<file path="config.mk">
export PLATFORM = sky130hd
export DESIGN_NAME = adfc_top
export DESIGN_NICKNAME = d
export VERILOG_FILES = /design/src/pkg/adfc_pkg.sv /design/src/pkg/adfc_reg_if.sv /design/src/rtl/adfc_top.sv /design/src/rtl/adfc_serial_port.sv
export SDC_FILE = /design/constraint.sdc
export NUM_CORES = 1
export LEC_CHECK = 0
export ABC_AREA = 1
export BUFFER_PORTS_ARGS = -buffer_cell sky130_fd_sc_hd__buf_2
export CAP_MARGIN = 30
export CORE_UTILIZATION = 30
export DETAILED_ROUTE_END_ITERATION = 8
export GPL_TIMING_DRIVEN = 0
export HOLD_SLACK_MARGIN = 0.02
export PLACE_DENSITY = 0.48
export SLEW_MARGIN = 20
export SYNTH_ARGS = -nofsm -noshare
export SYNTH_HDL_FRONTEND = slang
export SYNTH_SLANG_ARGS = --single-unit
</file>
<file path="constraint.sdc">
create_clock -name clk -period 1.7 [get_ports clk]
set_input_delay 0.255 -clock clk [delete_from_list [all_inputs] [get_ports clk]]
set_output_delay 0.255 -clock clk [all_outputs]
set_load 0.05 [all_outputs]
</file>
<file path="src/pkg/adfc_pkg.sv">
// Constants, register map and types of the audio filter and level control register bank.
// Assumes one 100 MHz clock domain and the 16-bit three-wire control frame described below.
package adfc_pkg;

  localparam int ADDR_W = 7;
  localparam int DATA_W = 8;
  localparam int NREG   = 14;

  typedef logic [ADDR_W-1:0] adfc_addr_t;
  typedef logic [DATA_W-1:0] adfc_byte_t;

  // Frame: write flag, seven address bits, eight data bits, all most significant first.
  localparam logic [4:0] CMD_BITS   = 5'h08;
  localparam logic [4:0] FRAME_BITS = 5'h10;

  localparam adfc_addr_t ADDR_COEF_CTRL = 7'h0d;
  localparam adfc_addr_t ADDR_INIT      = 7'h0e;
  localparam adfc_addr_t ADDR_GAIN_RB   = 7'h0f;

  localparam int IDX_COEF   = 0;
  localparam int IDX_LIN    = 1;
  localparam int IDX_RIN    = 2;
  localparam int IDX_LOUT   = 3;
  localparam int IDX_ROUT   = 4;
  localparam int IDX_RECREF = 5;
  localparam int IDX_PBREF  = 6;
  localparam int IDX_RTIM   = 7;
  localparam int IDX_MODE   = 8;
  localparam int IDX_OVOL2  = 9;
  localparam int IDX_MIC    = 10;
  localparam int IDX_ROUTE  = 11;
  localparam int IDX_ENA    = 12;
  localparam int IDX_ENB    = 13;

  localparam adfc_addr_t REG_ADDR [NREG] = '{7'h0d, 7'h20, 7'h21, 7'h22, 7'h23, 7'h24, 7'h25,
                                             7'h26, 7'h27, 7'h2a, 7'h2b, 7'h2c, 7'h2d, 7'h2e};
  localparam adfc_byte_t REG_RST  [NREG] = '{8'h00, 8'he1, 8'he1, 8'h91, 8'h91, 8'he1, 8'he1,
                                             8'h00, 8'h00, 8'hc1, 8'h00, 8'h17, 8'h00, 8'h00};
  localparam adfc_byte_t REG_MASK [NREG] = '{8'h01, 8'hff, 8'hff, 8'hff, 8'hff, 8'hff, 8'hff,
                                             8'h33, 8'hfb, 8'hff, 8'hff, 8'h1f, 8'h3f, 8'h0e};
  // Bits that hold their value while the filter block is powered.
  localparam adfc_byte_t REG_LOCK [NREG] = '{8'h00, 8'h00, 8'h00, 8'h00, 8'h00, 8'h00, 8'h00,
                                             8'hff, 8'h3b, 8'h00, 8'h00, 8'h00, 8'h00, 8'h00};

  localparam int BIT_COEF_WRITE_ENABLE   = 0;
  localparam int BIT_INIT   = 0;
  localparam int RFST_LSB   = 0;
  localparam int WTM_LSB    = 4;
  localparam int LMTH_LSB   = 0;
  localparam int RGAIN_LSB  = 3;
  localparam int BIT_ALC    = 6;
  localparam int BIT_SOFT_MUTE  = 7;
  localparam int MICL_LSB   = 0;
  localparam int MICR_LSB   = 4;
  localparam int BIT_IN_VOLUME_LINK  = 0;
  localparam int BIT_OUT_VOLUME_LINK  = 1;
  localparam int BIT_FILTER_CHAIN_SOURCE  = 2;
  localparam int BIT_DAC_SOURCE_SELECT  = 3;
  localparam int BIT_SERIAL_OUT_SOURCE  = 4;
  localparam int BIT_STEREO_EMPHASIS_ENABLE   = 0;
  localparam int GN_LSB     = 1;
  localparam int BIT_EQ0    = 3;
  localparam int BIT_HPF    = 4;
  localparam int BIT_LPF    = 5;
  localparam int BIT_EQ2    = 1;
  localparam int BIT_EQ3    = 2;
  localparam int BIT_EQ4    = 3;

  localparam int INIT_CYCLES_DFLT = 32;

  typedef enum logic [1:0] {
    ADFC_INIT_IDLE = 2'b01,
    ADFC_INIT_RUN  = 2'b10
  } adfc_init_state_t;

endpackage

</file>
<file path="src/pkg/adfc_reg_if.sv">
// Internal register access carrier between the serial control port and the register bank.
// Assumes both ends run on the same clock.
`timescale 1ns/1ps
interface adfc_reg_if;
  adfc_pkg::adfc_addr_t addr;
  adfc_pkg::adfc_byte_t wdata;
  adfc_pkg::adfc_byte_t rdata;
  logic                 wr_stb;

  modport port (output addr, output wdata, output wr_stb, input rdata);
  modport regs (input addr, input wdata, input wr_stb, output rdata);
endinterface

</file>
<file path="src/rtl/adfc_top.sv">
// Register bank for the audio filter chain and level control, reached over the three-wire port.
// Assumes resetn is the power-down pin and that level_gain_now and filter_block_power share clk.
//
// What this block does
// - Writing one to the initialise bit restarts all filter coefficients.
// - The initialise bit drops to zero by itself when initialisation ends.
// - Read-only level gain register at 0x0F; writes there do nothing.
// - Left and right input volumes, eight bits each, reset to E1H.
// - Left and right output volumes, eight bits each, reset to 91H.
// - Record and playback recovery references, eight bits, reset to E1H.
// - Recovery timing, limiter and gain-step writes ignored while filter powered.
// - Two-bit first recovery speed and wait period fields, reset to zero.
// - Two-bit limiter threshold field, reset to zero.
// - Three-bit recovery gain step field, reset to zero.
// - Level control enable bit, reset to off.
// - Soft mute bit mutes outputs, ignored while level control runs.
// - Second output volume, eight bits, reset to C1H.
// - Mic compensation: right nibble high, left nibble low, both reset zero.
// - Link bits make left volume drive both channels without copying it.
// - Filter chain source select, reset to level control output.
// - DAC source select, reset to serial input data.
// - Serial output source select, reset to filter chain output.
// - Stereo emphasis enable bit, reset to off.
// - Two-bit gain stage setting, reset to zero.
// - Gain compensation, second high-pass and low-pass enables, reset off.
// - Equaliser two, three and four enables, reset off.
// - Coefficient write enable bit, reset off, gates coefficient writes.
`timescale 1ns/1ps
module adfc_top
  import adfc_pkg::*;
#(
  parameter int INIT_CYCLES = INIT_CYCLES_DFLT
)
(
  input  wire logic        clk,
  input  wire logic        resetn,
  input  wire logic        ctrl_sel_n,
  input  wire logic        ctrl_clk,
  input  wire logic        ctrl_data_in,
  output logic             ctrl_data_out,
  output logic             ctrl_data_oe_n,
  input  wire logic        filter_block_power,
  input  wire adfc_byte_t  level_gain_now,
  output adfc_byte_t       left_in_volume,
  output adfc_byte_t       right_in_volume,
  output adfc_byte_t       left_out_volume,
  output adfc_byte_t       right_out_volume,
  output adfc_byte_t       record_recovery_ref,
  output adfc_byte_t       playback_recovery_ref,
  output logic [1:0]       first_recovery_speed,
  output logic [1:0]       recovery_wait_period,
  output logic [1:0]       limiter_threshold,
  output logic [2:0]       recovery_gain_step,
  output logic             alc_enable,
  output logic             soft_mute,
  output adfc_byte_t       out_volume_second,
  output logic [3:0]       left_mic_comp,
  output logic [3:0]       right_mic_comp,
  output logic             filter_chain_source,
  output logic             dac_source_select,
  output logic             serial_out_source,
  output logic             stereo_emphasis_enable,
  output logic [1:0]       gain_stage_setting,
  output logic             gain_comp_filter_enable,
  output logic             hpf2_enable,
  output logic             lpf_enable,
  output logic             equaliser_two_enable,
  output logic             equaliser_three_enable,
  output logic             equaliser_four_enable,
  output logic             coef_write_enable,
  output logic             coef_init_busy
);
  import adfc_pkg::*;

  adfc_reg_if reg_bus ();

  adfc_serial_port u_port (
    .clk            (clk),
    .resetn         (resetn),
    .ctrl_sel_n     (ctrl_sel_n),
    .ctrl_clk       (ctrl_clk),
    .ctrl_data_in   (ctrl_data_in),
    .ctrl_data_out  (ctrl_data_out),
    .ctrl_data_oe_n (ctrl_data_oe_n),
    .bus            (reg_bus.port)
  );

  adfc_byte_t       regs_r [NREG];
  adfc_byte_t       rd_part [NREG];
  logic [NREG-1:0]  wr_hit;
  adfc_byte_t       rdata_acc;
  adfc_byte_t       right_in_r;
  adfc_byte_t       right_out_r;
  logic             soft_mute_r;
  logic             init_bit_r;
  adfc_init_state_t init_state_r;
  adfc_init_state_t init_state_nxt;
  logic [15:0]      init_cnt_r;
  logic [15:0]      init_cnt_nxt;

  // Each register stores only its defined bits; locked bits keep their value while powered.
  generate
    for (genvar i = 0; i < NREG; i++)
    begin : g_reg
      wire        hit  = reg_bus.wr_stb && reg_bus.addr == REG_ADDR[i];
      wire [7:0]  keep = filter_block_power ? REG_LOCK[i] : 8'h00;
      wire [7:0]  nxt  = (regs_r[i] & keep) | (reg_bus.wdata & REG_MASK[i] & ~keep);
      assign wr_hit[i]  = hit;
      assign rd_part[i] = (reg_bus.addr == REG_ADDR[i]) ? regs_r[i] : 8'h00;
      always_ff @(posedge clk or negedge resetn)
      begin
        if (!resetn)
          regs_r[i] <= REG_RST[i];
        else if (hit)
          regs_r[i] <= nxt;
      end
    end
  endgenerate

  // The gain read-back has no storage, so a write to it falls on no register.
  always_comb
  begin
    rdata_acc = 8'h00;
    if (reg_bus.addr == ADDR_GAIN_RB)
      rdata_acc = level_gain_now;
    if (reg_bus.addr == ADDR_INIT)
      rdata_acc[BIT_INIT] = init_bit_r;
    for (int k = 0; k < NREG; k++)
      rdata_acc = rdata_acc | rd_part[k];
  end
  assign reg_bus.rdata = rdata_acc;

  // The host is trusted to start this only once clocks run after power-down release.
  wire init_start = reg_bus.wr_stb && reg_bus.addr == ADDR_INIT && reg_bus.wdata[BIT_INIT];
  wire init_last  = init_cnt_r == 16'(INIT_CYCLES - 1);

  always_comb
  begin
    init_state_nxt = init_state_r;
    init_cnt_nxt   = init_cnt_r;
    unique case (init_state_r)
      ADFC_INIT_IDLE:
      begin
        init_cnt_nxt = 16'h0000;
        if (init_start)
          init_state_nxt = ADFC_INIT_RUN;
      end
      ADFC_INIT_RUN:
      begin
        init_cnt_nxt = init_cnt_r + 16'h0001;
        if (init_start)
          init_cnt_nxt = 16'h0000;
        else if (init_last)
          init_state_nxt = ADFC_INIT_IDLE;
      end
      default:
      begin
        init_state_nxt = ADFC_INIT_IDLE;
        init_cnt_nxt   = 16'h0000;
      end
    endcase
  end

  always_ff @(posedge clk or negedge resetn)
  begin
    if (!resetn)
    begin
      init_state_r <= ADFC_INIT_IDLE;
      init_cnt_r   <= 16'h0000;
      init_bit_r   <= 1'b0;
    end
    else
    begin
      init_state_r <= init_state_nxt;
      init_cnt_r   <= init_cnt_nxt;
      init_bit_r   <= init_state_nxt == ADFC_INIT_RUN;
    end
  end

  // Linked volumes steer the right channel from the left register but never rewrite the right one.
  wire ivol_link = regs_r[IDX_ROUTE][BIT_IN_VOLUME_LINK];
  wire ovol_link = regs_r[IDX_ROUTE][BIT_OUT_VOLUME_LINK];
  wire mute_nxt  = regs_r[IDX_MODE][BIT_SOFT_MUTE] & ~regs_r[IDX_MODE][BIT_ALC];

  always_ff @(posedge clk or negedge resetn)
  begin
    if (!resetn)
    begin
      right_in_r  <= REG_RST[IDX_RIN];
      right_out_r <= REG_RST[IDX_ROUT];
      soft_mute_r <= 1'b0;
    end
    else
    begin
      right_in_r  <= ivol_link ? regs_r[IDX_LIN] : regs_r[IDX_RIN];
      right_out_r <= ovol_link ? regs_r[IDX_LOUT] : regs_r[IDX_ROUT];
      soft_mute_r <= mute_nxt;
    end
  end

  assign left_in_volume          = regs_r[IDX_LIN];
  assign right_in_volume         = right_in_r;
  assign left_out_volume         = regs_r[IDX_LOUT];
  assign right_out_volume        = right_out_r;
  assign record_recovery_ref     = regs_r[IDX_RECREF];
  assign playback_recovery_ref   = regs_r[IDX_PBREF];
  assign first_recovery_speed    = regs_r[IDX_RTIM][RFST_LSB +: 2];
  assign recovery_wait_period    = regs_r[IDX_RTIM][WTM_LSB +: 2];
  assign limiter_threshold       = regs_r[IDX_MODE][LMTH_LSB +: 2];
  assign recovery_gain_step      = regs_r[IDX_MODE][RGAIN_LSB +: 3];
  assign alc_enable              = regs_r[IDX_MODE][BIT_ALC];
  assign soft_mute               = soft_mute_r;
  assign out_volume_second       = regs_r[IDX_OVOL2];
  assign left_mic_comp           = regs_r[IDX_MIC][MICL_LSB +: 4];
  assign right_mic_comp          = regs_r[IDX_MIC][MICR_LSB +: 4];
  assign filter_chain_source     = regs_r[IDX_ROUTE][BIT_FILTER_CHAIN_SOURCE];
  assign dac_source_select       = regs_r[IDX_ROUTE][BIT_DAC_SOURCE_SELECT];
  assign serial_out_source       = regs_r[IDX_ROUTE][BIT_SERIAL_OUT_SOURCE];
  assign stereo_emphasis_enable  = regs_r[IDX_ENA][BIT_STEREO_EMPHASIS_ENABLE];
  assign gain_stage_setting      = regs_r[IDX_ENA][GN_LSB +: 2];
  assign gain_comp_filter_enable = regs_r[IDX_ENA][BIT_EQ0];
  assign hpf2_enable             = regs_r[IDX_ENA][BIT_HPF];
  assign lpf_enable              = regs_r[IDX_ENA][BIT_LPF];
  assign equaliser_two_enable    = regs_r[IDX_ENB][BIT_EQ2];
  assign equaliser_three_enable  = regs_r[IDX_ENB][BIT_EQ3];
  assign equaliser_four_enable   = regs_r[IDX_ENB][BIT_EQ4];
  assign coef_write_enable       = regs_r[IDX_COEF][BIT_COEF_WRITE_ENABLE];
  assign coef_init_busy          = init_bit_r;

  // Busy lasts exactly INIT_CYCLES cycles unless restarted; keep INIT_CYCLES at most 65536, the reach of the 16-bit counter.
  localparam int CHK_INIT_MAX = INIT_CYCLES + 1;

  wire wr_rtim  = reg_bus.wr_stb && reg_bus.addr == REG_ADDR[IDX_RTIM];
  wire wr_mode  = reg_bus.wr_stb && reg_bus.addr == REG_ADDR[IDX_MODE];
  wire wr_route = reg_bus.wr_stb && reg_bus.addr == REG_ADDR[IDX_ROUTE];
  wire wr_coef  = reg_bus.wr_stb && reg_bus.addr == ADDR_COEF_CTRL;
endmodule // adfc_top

</file>
<file path="src/rtl/adfc_serial_port.sv">
// Three-wire control port slave: turns serial frames into register writes and read-backs.
// Assumes the serial clock half period spans at least four system clocks.
`timescale 1ns/1ps
module adfc_serial_port
  import adfc_pkg::*;
(
  input  wire logic clk,
  input  wire logic resetn,
  input  wire logic ctrl_sel_n,
  input  wire logic ctrl_clk,
  input  wire logic ctrl_data_in,
  output logic      ctrl_data_out,
  output logic      ctrl_data_oe_n,
  adfc_reg_if.port  bus
);
  logic [2:0] pin_meta_r;
  logic [2:0] pin_sync_r;
  logic       clk_prev_r;
  logic [4:0] bit_cnt_r;
  logic [6:0] shift_r;
  logic       is_write_r;
  adfc_addr_t addr_r;
  adfc_byte_t wdata_r;
  logic       wr_stb_r;
  logic [6:0] tx_r;

  wire sel       = ~pin_sync_r[2];
  wire sclk      = pin_sync_r[1];
  wire sdin      = pin_sync_r[0];
  wire rise      = sel & sclk & ~clk_prev_r;
  wire fall      = sel & ~sclk & clk_prev_r;
  wire in_frame  = bit_cnt_r != FRAME_BITS;
  wire read_ph   = ~is_write_r && bit_cnt_r >= CMD_BITS && in_frame;

  assign bus.addr   = addr_r;
  assign bus.wdata  = wdata_r;
  assign bus.wr_stb = wr_stb_r;

  always_ff @(posedge clk or negedge resetn)
  begin
    if (!resetn)
    begin
      pin_meta_r <= 3'h7;
      pin_sync_r <= 3'h7;
      clk_prev_r <= 1'b1;
    end
    else
    begin
      pin_meta_r <= {ctrl_sel_n, ctrl_clk, ctrl_data_in};
      pin_sync_r <= pin_meta_r;
      clk_prev_r <= pin_sync_r[1];
    end
  end

  always_ff @(posedge clk or negedge resetn)
  begin
    if (!resetn)
    begin
      bit_cnt_r  <= 5'h00;
      shift_r    <= 7'h00;
      is_write_r <= 1'b1;
      addr_r     <= 7'h00;
      wdata_r    <= 8'h00;
      wr_stb_r   <= 1'b0;
    end
    else
    begin
      wr_stb_r <= 1'b0;
      if (!sel)
        bit_cnt_r <= 5'h00;
      else if (rise && in_frame)
      begin
        shift_r   <= {shift_r[5:0], sdin};
        bit_cnt_r <= bit_cnt_r + 5'h01;
        if (bit_cnt_r == CMD_BITS - 5'h01)
        begin
          addr_r     <= {shift_r[5:0], sdin};
          is_write_r <= shift_r[6];
        end
        if (bit_cnt_r == FRAME_BITS - 5'h01 && is_write_r)
        begin
          wdata_r  <= {shift_r[6:0], sdin};
          wr_stb_r <= 1'b1;
        end
      end
    end
  end

  // Read data leaves on falling edges so the host samples it on the next rising edge.
  always_ff @(posedge clk or negedge resetn)
  begin
    if (!resetn)
    begin
      tx_r           <= 7'h00;
      ctrl_data_out  <= 1'b0;
      ctrl_data_oe_n <= 1'b1;
    end
    else if (!sel)
      ctrl_data_oe_n <= 1'b1;
    else if (fall && read_ph)
    begin
      ctrl_data_oe_n <= 1'b0;
      if (bit_cnt_r == CMD_BITS)
      begin
        ctrl_data_out <= bus.rdata[7];
        tx_r          <= bus.rdata[6:0];
      end
      else
      begin
        ctrl_data_out <= tx_r[6];
        tx_r          <= {tx_r[5:0], 1'b0};
      end
    end
  end
endmodule // adfc_serial_port

</file>
==> summary.md <==
| Metric | Value |
|---|---|
| Result of the run | finished clean |
| Global-route layer with the greatest usage | met2 |
| Via/cell ratio | 4.61 |
| Number of warnings issued by yosys | 0 |
| Max Fclk | 0.601 GHz |
| Final estimated routing congestion in global placement | 0.885 |
| Peak VDD IR | 0.561 mV |
| Portion of the post-synthesis area used by sequential elements | 53.2% |
| Number of port buffers | 104 |
| Cell depth of the worst flop-to-flop path | 11 |
| Max FO, Critical Path | 4 |
| Area share of the largest cell type after synthesis | 38.7% |
| Post-route setup TNS | 0 ns |
| Worst Setup Slack post-DPL | -0.342 ns |
| Post-Synthesis Cell Area | 8340 um2 |
| Final routed wire length divided by cell count | 17.3 um |
| Area of all sequential standard cells | 4440 um2 |
| Total CTS buffers | 17 |
| Total number of vias | 6960 |
| Launch point of the worst reg-to-reg path | u_port.bus.addr[5] |
| Detailed Route WL | 26100 um |
| Minimum period implied by the final worst setup slack | 1.67 ns |
| Global router's overall resource usage | 19.0% |
| Clock Skews | 0.0138 ns |
| GR Overflow Total | 0 |
| # DRC | 0 |
| Die boundary height | 169 um |
| Core area | 27100 um2 |
| Met1 Track Usage GR | 25.1% |
| Wire length of the first global-routing pass | 40000 um |
| Initial antenna violation count | 0 |
| Width of the die | 169 um |
| Worst endpoint required time | 1.44 ns |
| Clock root buffer | clkbuf_16 |
| Final setup violation count | 0 |
| Post-synthesis adder-cell area fraction | 0.900% |
| Post-synthesis simple-gate area fraction | 24.4% |
| Number of core rows | 60 |
| TritonCTS clock tree | yes |
| Post-detailed-placement cell area | 9390 um2 |
| Worst hold start | filter_block_power |
| Die area | 28500 um2 |
| Yosys reg bits | 175 |
| Clock slew seen by the registers of the worst setup and hold paths | 0.07 ns |
| Number of fill cells in the layout | 2800 |
| Largest family of logic cells by synthesized area | simple AND/OR/NAND/NOR gates |
| Final-report max-slew violation count | 0 |
| CTS H-tree lvls | 4 |
| Post-route fraction of the period consumed by the critical path | 97.9% |
| Post-synthesis compound-gate area fraction | 9.50% |
| Io pins | 105 |
| Main synth FF type | dfrtp_1 |
| Combined area of the multi-input logic cells | 3300 um2 |
| Cell area after layout | 10600 um2 |
| Fraction of final layout cells with drive strength greater than 1 | 34.3% |
| Total count of hold-check failures in the final report | 0 |
| Mean instance size in the synthesized netlist | 8.58 um2 |
| Sort of element at the start of the critical path | flip-flop |
| Kind of critical path | reg2out |
| Worst Tran Pin Value | 0.930 ns |
| RSZ-0062 raised after global routing | true |
| Starting density of the core | 30.8% |
| Rel. slew slack | 38.0% |
| Violation count after the first detailed-routing iteration | 509 |
| Post-layout util | 39.1% |
| Worst hold path depth | 5 |
| Antenna cells | 0 |
| Detailed-router iteration count before antenna repair | 5 |
| Setup ws final | 0.0350 ns |
| Fraction of synthesized cell area in xor and xnor cells | 0.105% |
| Max Cap Violations | 0 |
| Reg2reg end | u_port.tx_r[5] |
| Library cells used by synthesis | 33 |
| Arrival time worst endpoint | 1.41 ns |
| Via count of the first global-routing pass | 6734 |
| Most frequent cell after synthesis | nand2_1 |
| Post-synth top area cell | dfrtp_1 |
| Post-route ant nets | 0 |
| Final net count | 1144 |
| Placed wire-length estimate after detailed placement | 18900 um |
| PD cells | 814 nW/um2 |
| # clock sinks | 175 |
| Pin count of the biggest net entering global routing | 68 |
| Area grow syn2layout | 27.1% |
| Buffers from clock root to sink, at most | 2 |
| Met2 demand-to-capacity share in global routing | 30.7% |
| Setup crit end kind | output port |
| Post-synth ARST share | 100% |
| GR met3 Demand/Resource | 4.16% |
| Source-to-sink clock delay at the later pin of the worst-skew pair | 0.44 ns |
| Worst Hold Class | in2reg |
| Gate Count Post-Synth | 972 |
| Count of flip-flops with a built-in enable after synthesis | 0 |
| Proportion of synthesized area in mux cells | 1.49% |
| Internal reg-to-reg setup slack | 0.06 ns |
| Leak pwr | 4.96 nW |
| Top cell types by occurrence after synthesis | 246 x nand2_1, 129 x dfrtp_1, 113 x o21ai_0 |
| Syn_nets | 992 |
| Leading post-synthesis cells by cell area | dfrtp_1 39%, dfstp_2 14%, nand2_1 11% |
-- metal layers --
layer  vias up  share of wire [%]  wire, um
li1       3427                  -         -
met1      3310                 45     11800
met2       184                 47     12300
met3        39                5.0      1310
met4         0                2.5       656
met5         -                  0         0
-- where the power goes --
group          leakage, nW  internal (W)  switching [W]
Clock                0.283       0.00237        0.00175
Sequential            2.21       0.00423      0.0000508
Combinational         2.47     0.0000744       0.000149
-- repair_timing --
item / in CTS / in global routing
endpoints found under the hold margin: 45 / 0
setup buffers: 10 / 15
setup endpoints to repair: 74 / 123
hold buffers: 4 / 0
pin swaps: 8 / 21
cloned: 1 / 0
gates resized for setup: 29 / 92
-- area by class of cell --
class / instances / share of cell area [%]
plain buffers: 88 / 6.12
clock buffers: 20 / 4.22
clock inverters: 12 / 1.51
inverters: 68 / 2.50
multi-input cells: 638 / 31.2
flip-flops and latches: 175 / 42.0
well taps: 372 / 4.39
repair buffers: 136 / 8.14
-- worst max path at each step --
stage | startpoint | endpoint | slack, ns | depth (start not counted)
after floorplan | u_port.bit_cnt_r[0] | u_port.tx_r[5] | 0.14 | 10
after global placement | resetn | u_port.bit_cnt_r[0] | -2.60 | 1
after detailed placement | u_port.bit_cnt_r[0] | u_port.tx_r[5] | -0.34 | 10
after CTS | u_port.bus.addr[1] | u_port.tx_r[6] | -0.001 | 9
after global routing | u_port.bit_cnt_r[0] | u_port.bit_cnt_r[1] | -0.05 | 8
final | left_in_volume[5] | left_in_volume[5] | 0.03 | 2
-- cell usage in the layout, fill, tap and decap left out, drive strengths merged, types with 2 or more instances in the layout --
cell type / count
a21oi: 13
a31oi: 2
and3: 7
buf: 210
bufinv: 3
clkbuf: 30
clkinv: 3
clkinvlp: 4
dfrtp: 129
dfstp: 46
dlygate4sd3: 4
ha: 6
inv: 70
mux2: 11
nand2: 257
nand3: 84
nand4: 10
nor2: 97
nor3: 6
nor3b: 2
o21ai: 138
-- registers in the layout (all words and copies together) (netlist names), 4 cells and up, named ones only --
signal and cells:
out_volume_second 8, u_port.bus.addr 7, right_in_volume 8, u_port.bus.wdata 8, record_recovery_ref 8, right_out_volume 8, right_mic_comp 4, left_out_volume 8
regs_r 21, left_mic_comp 4, left_in_volume 8, init_cnt_r 16, u_port.shift_r 7, playback_recovery_ref 8, u_port.tx_r 7, u_port.bit_cnt_r 5
-- critical path: stages (launching register included) --
cell and delay, ns:
dfstp_2 0.61, buf_4 0.13, buf_2 0.25
-- metrics by stage --
step,total power [W],instances,hold WS [ns]
2_1_floorplan,0.00440,972,-0.0406
3_3_place_gp,0.00453,1448,0.347
3_5_place_dp,0.00456,1450,0.166
4_1_cts,0.00871,1494,0.226
5_1_grt,0.00891,1509,0.265
6_report,0.00862,1509,0.242
-- kinds of logic after synthesis --
kind of cell	Yosys count
and+or+nand+nor	464
xor gates and xnor gates	1
buffers and inverters	159
adders and majority gates	6
DFF	175
muxes	11
AOI/OAI and AO/OA	156
Power figures use the tool's default switching activity.
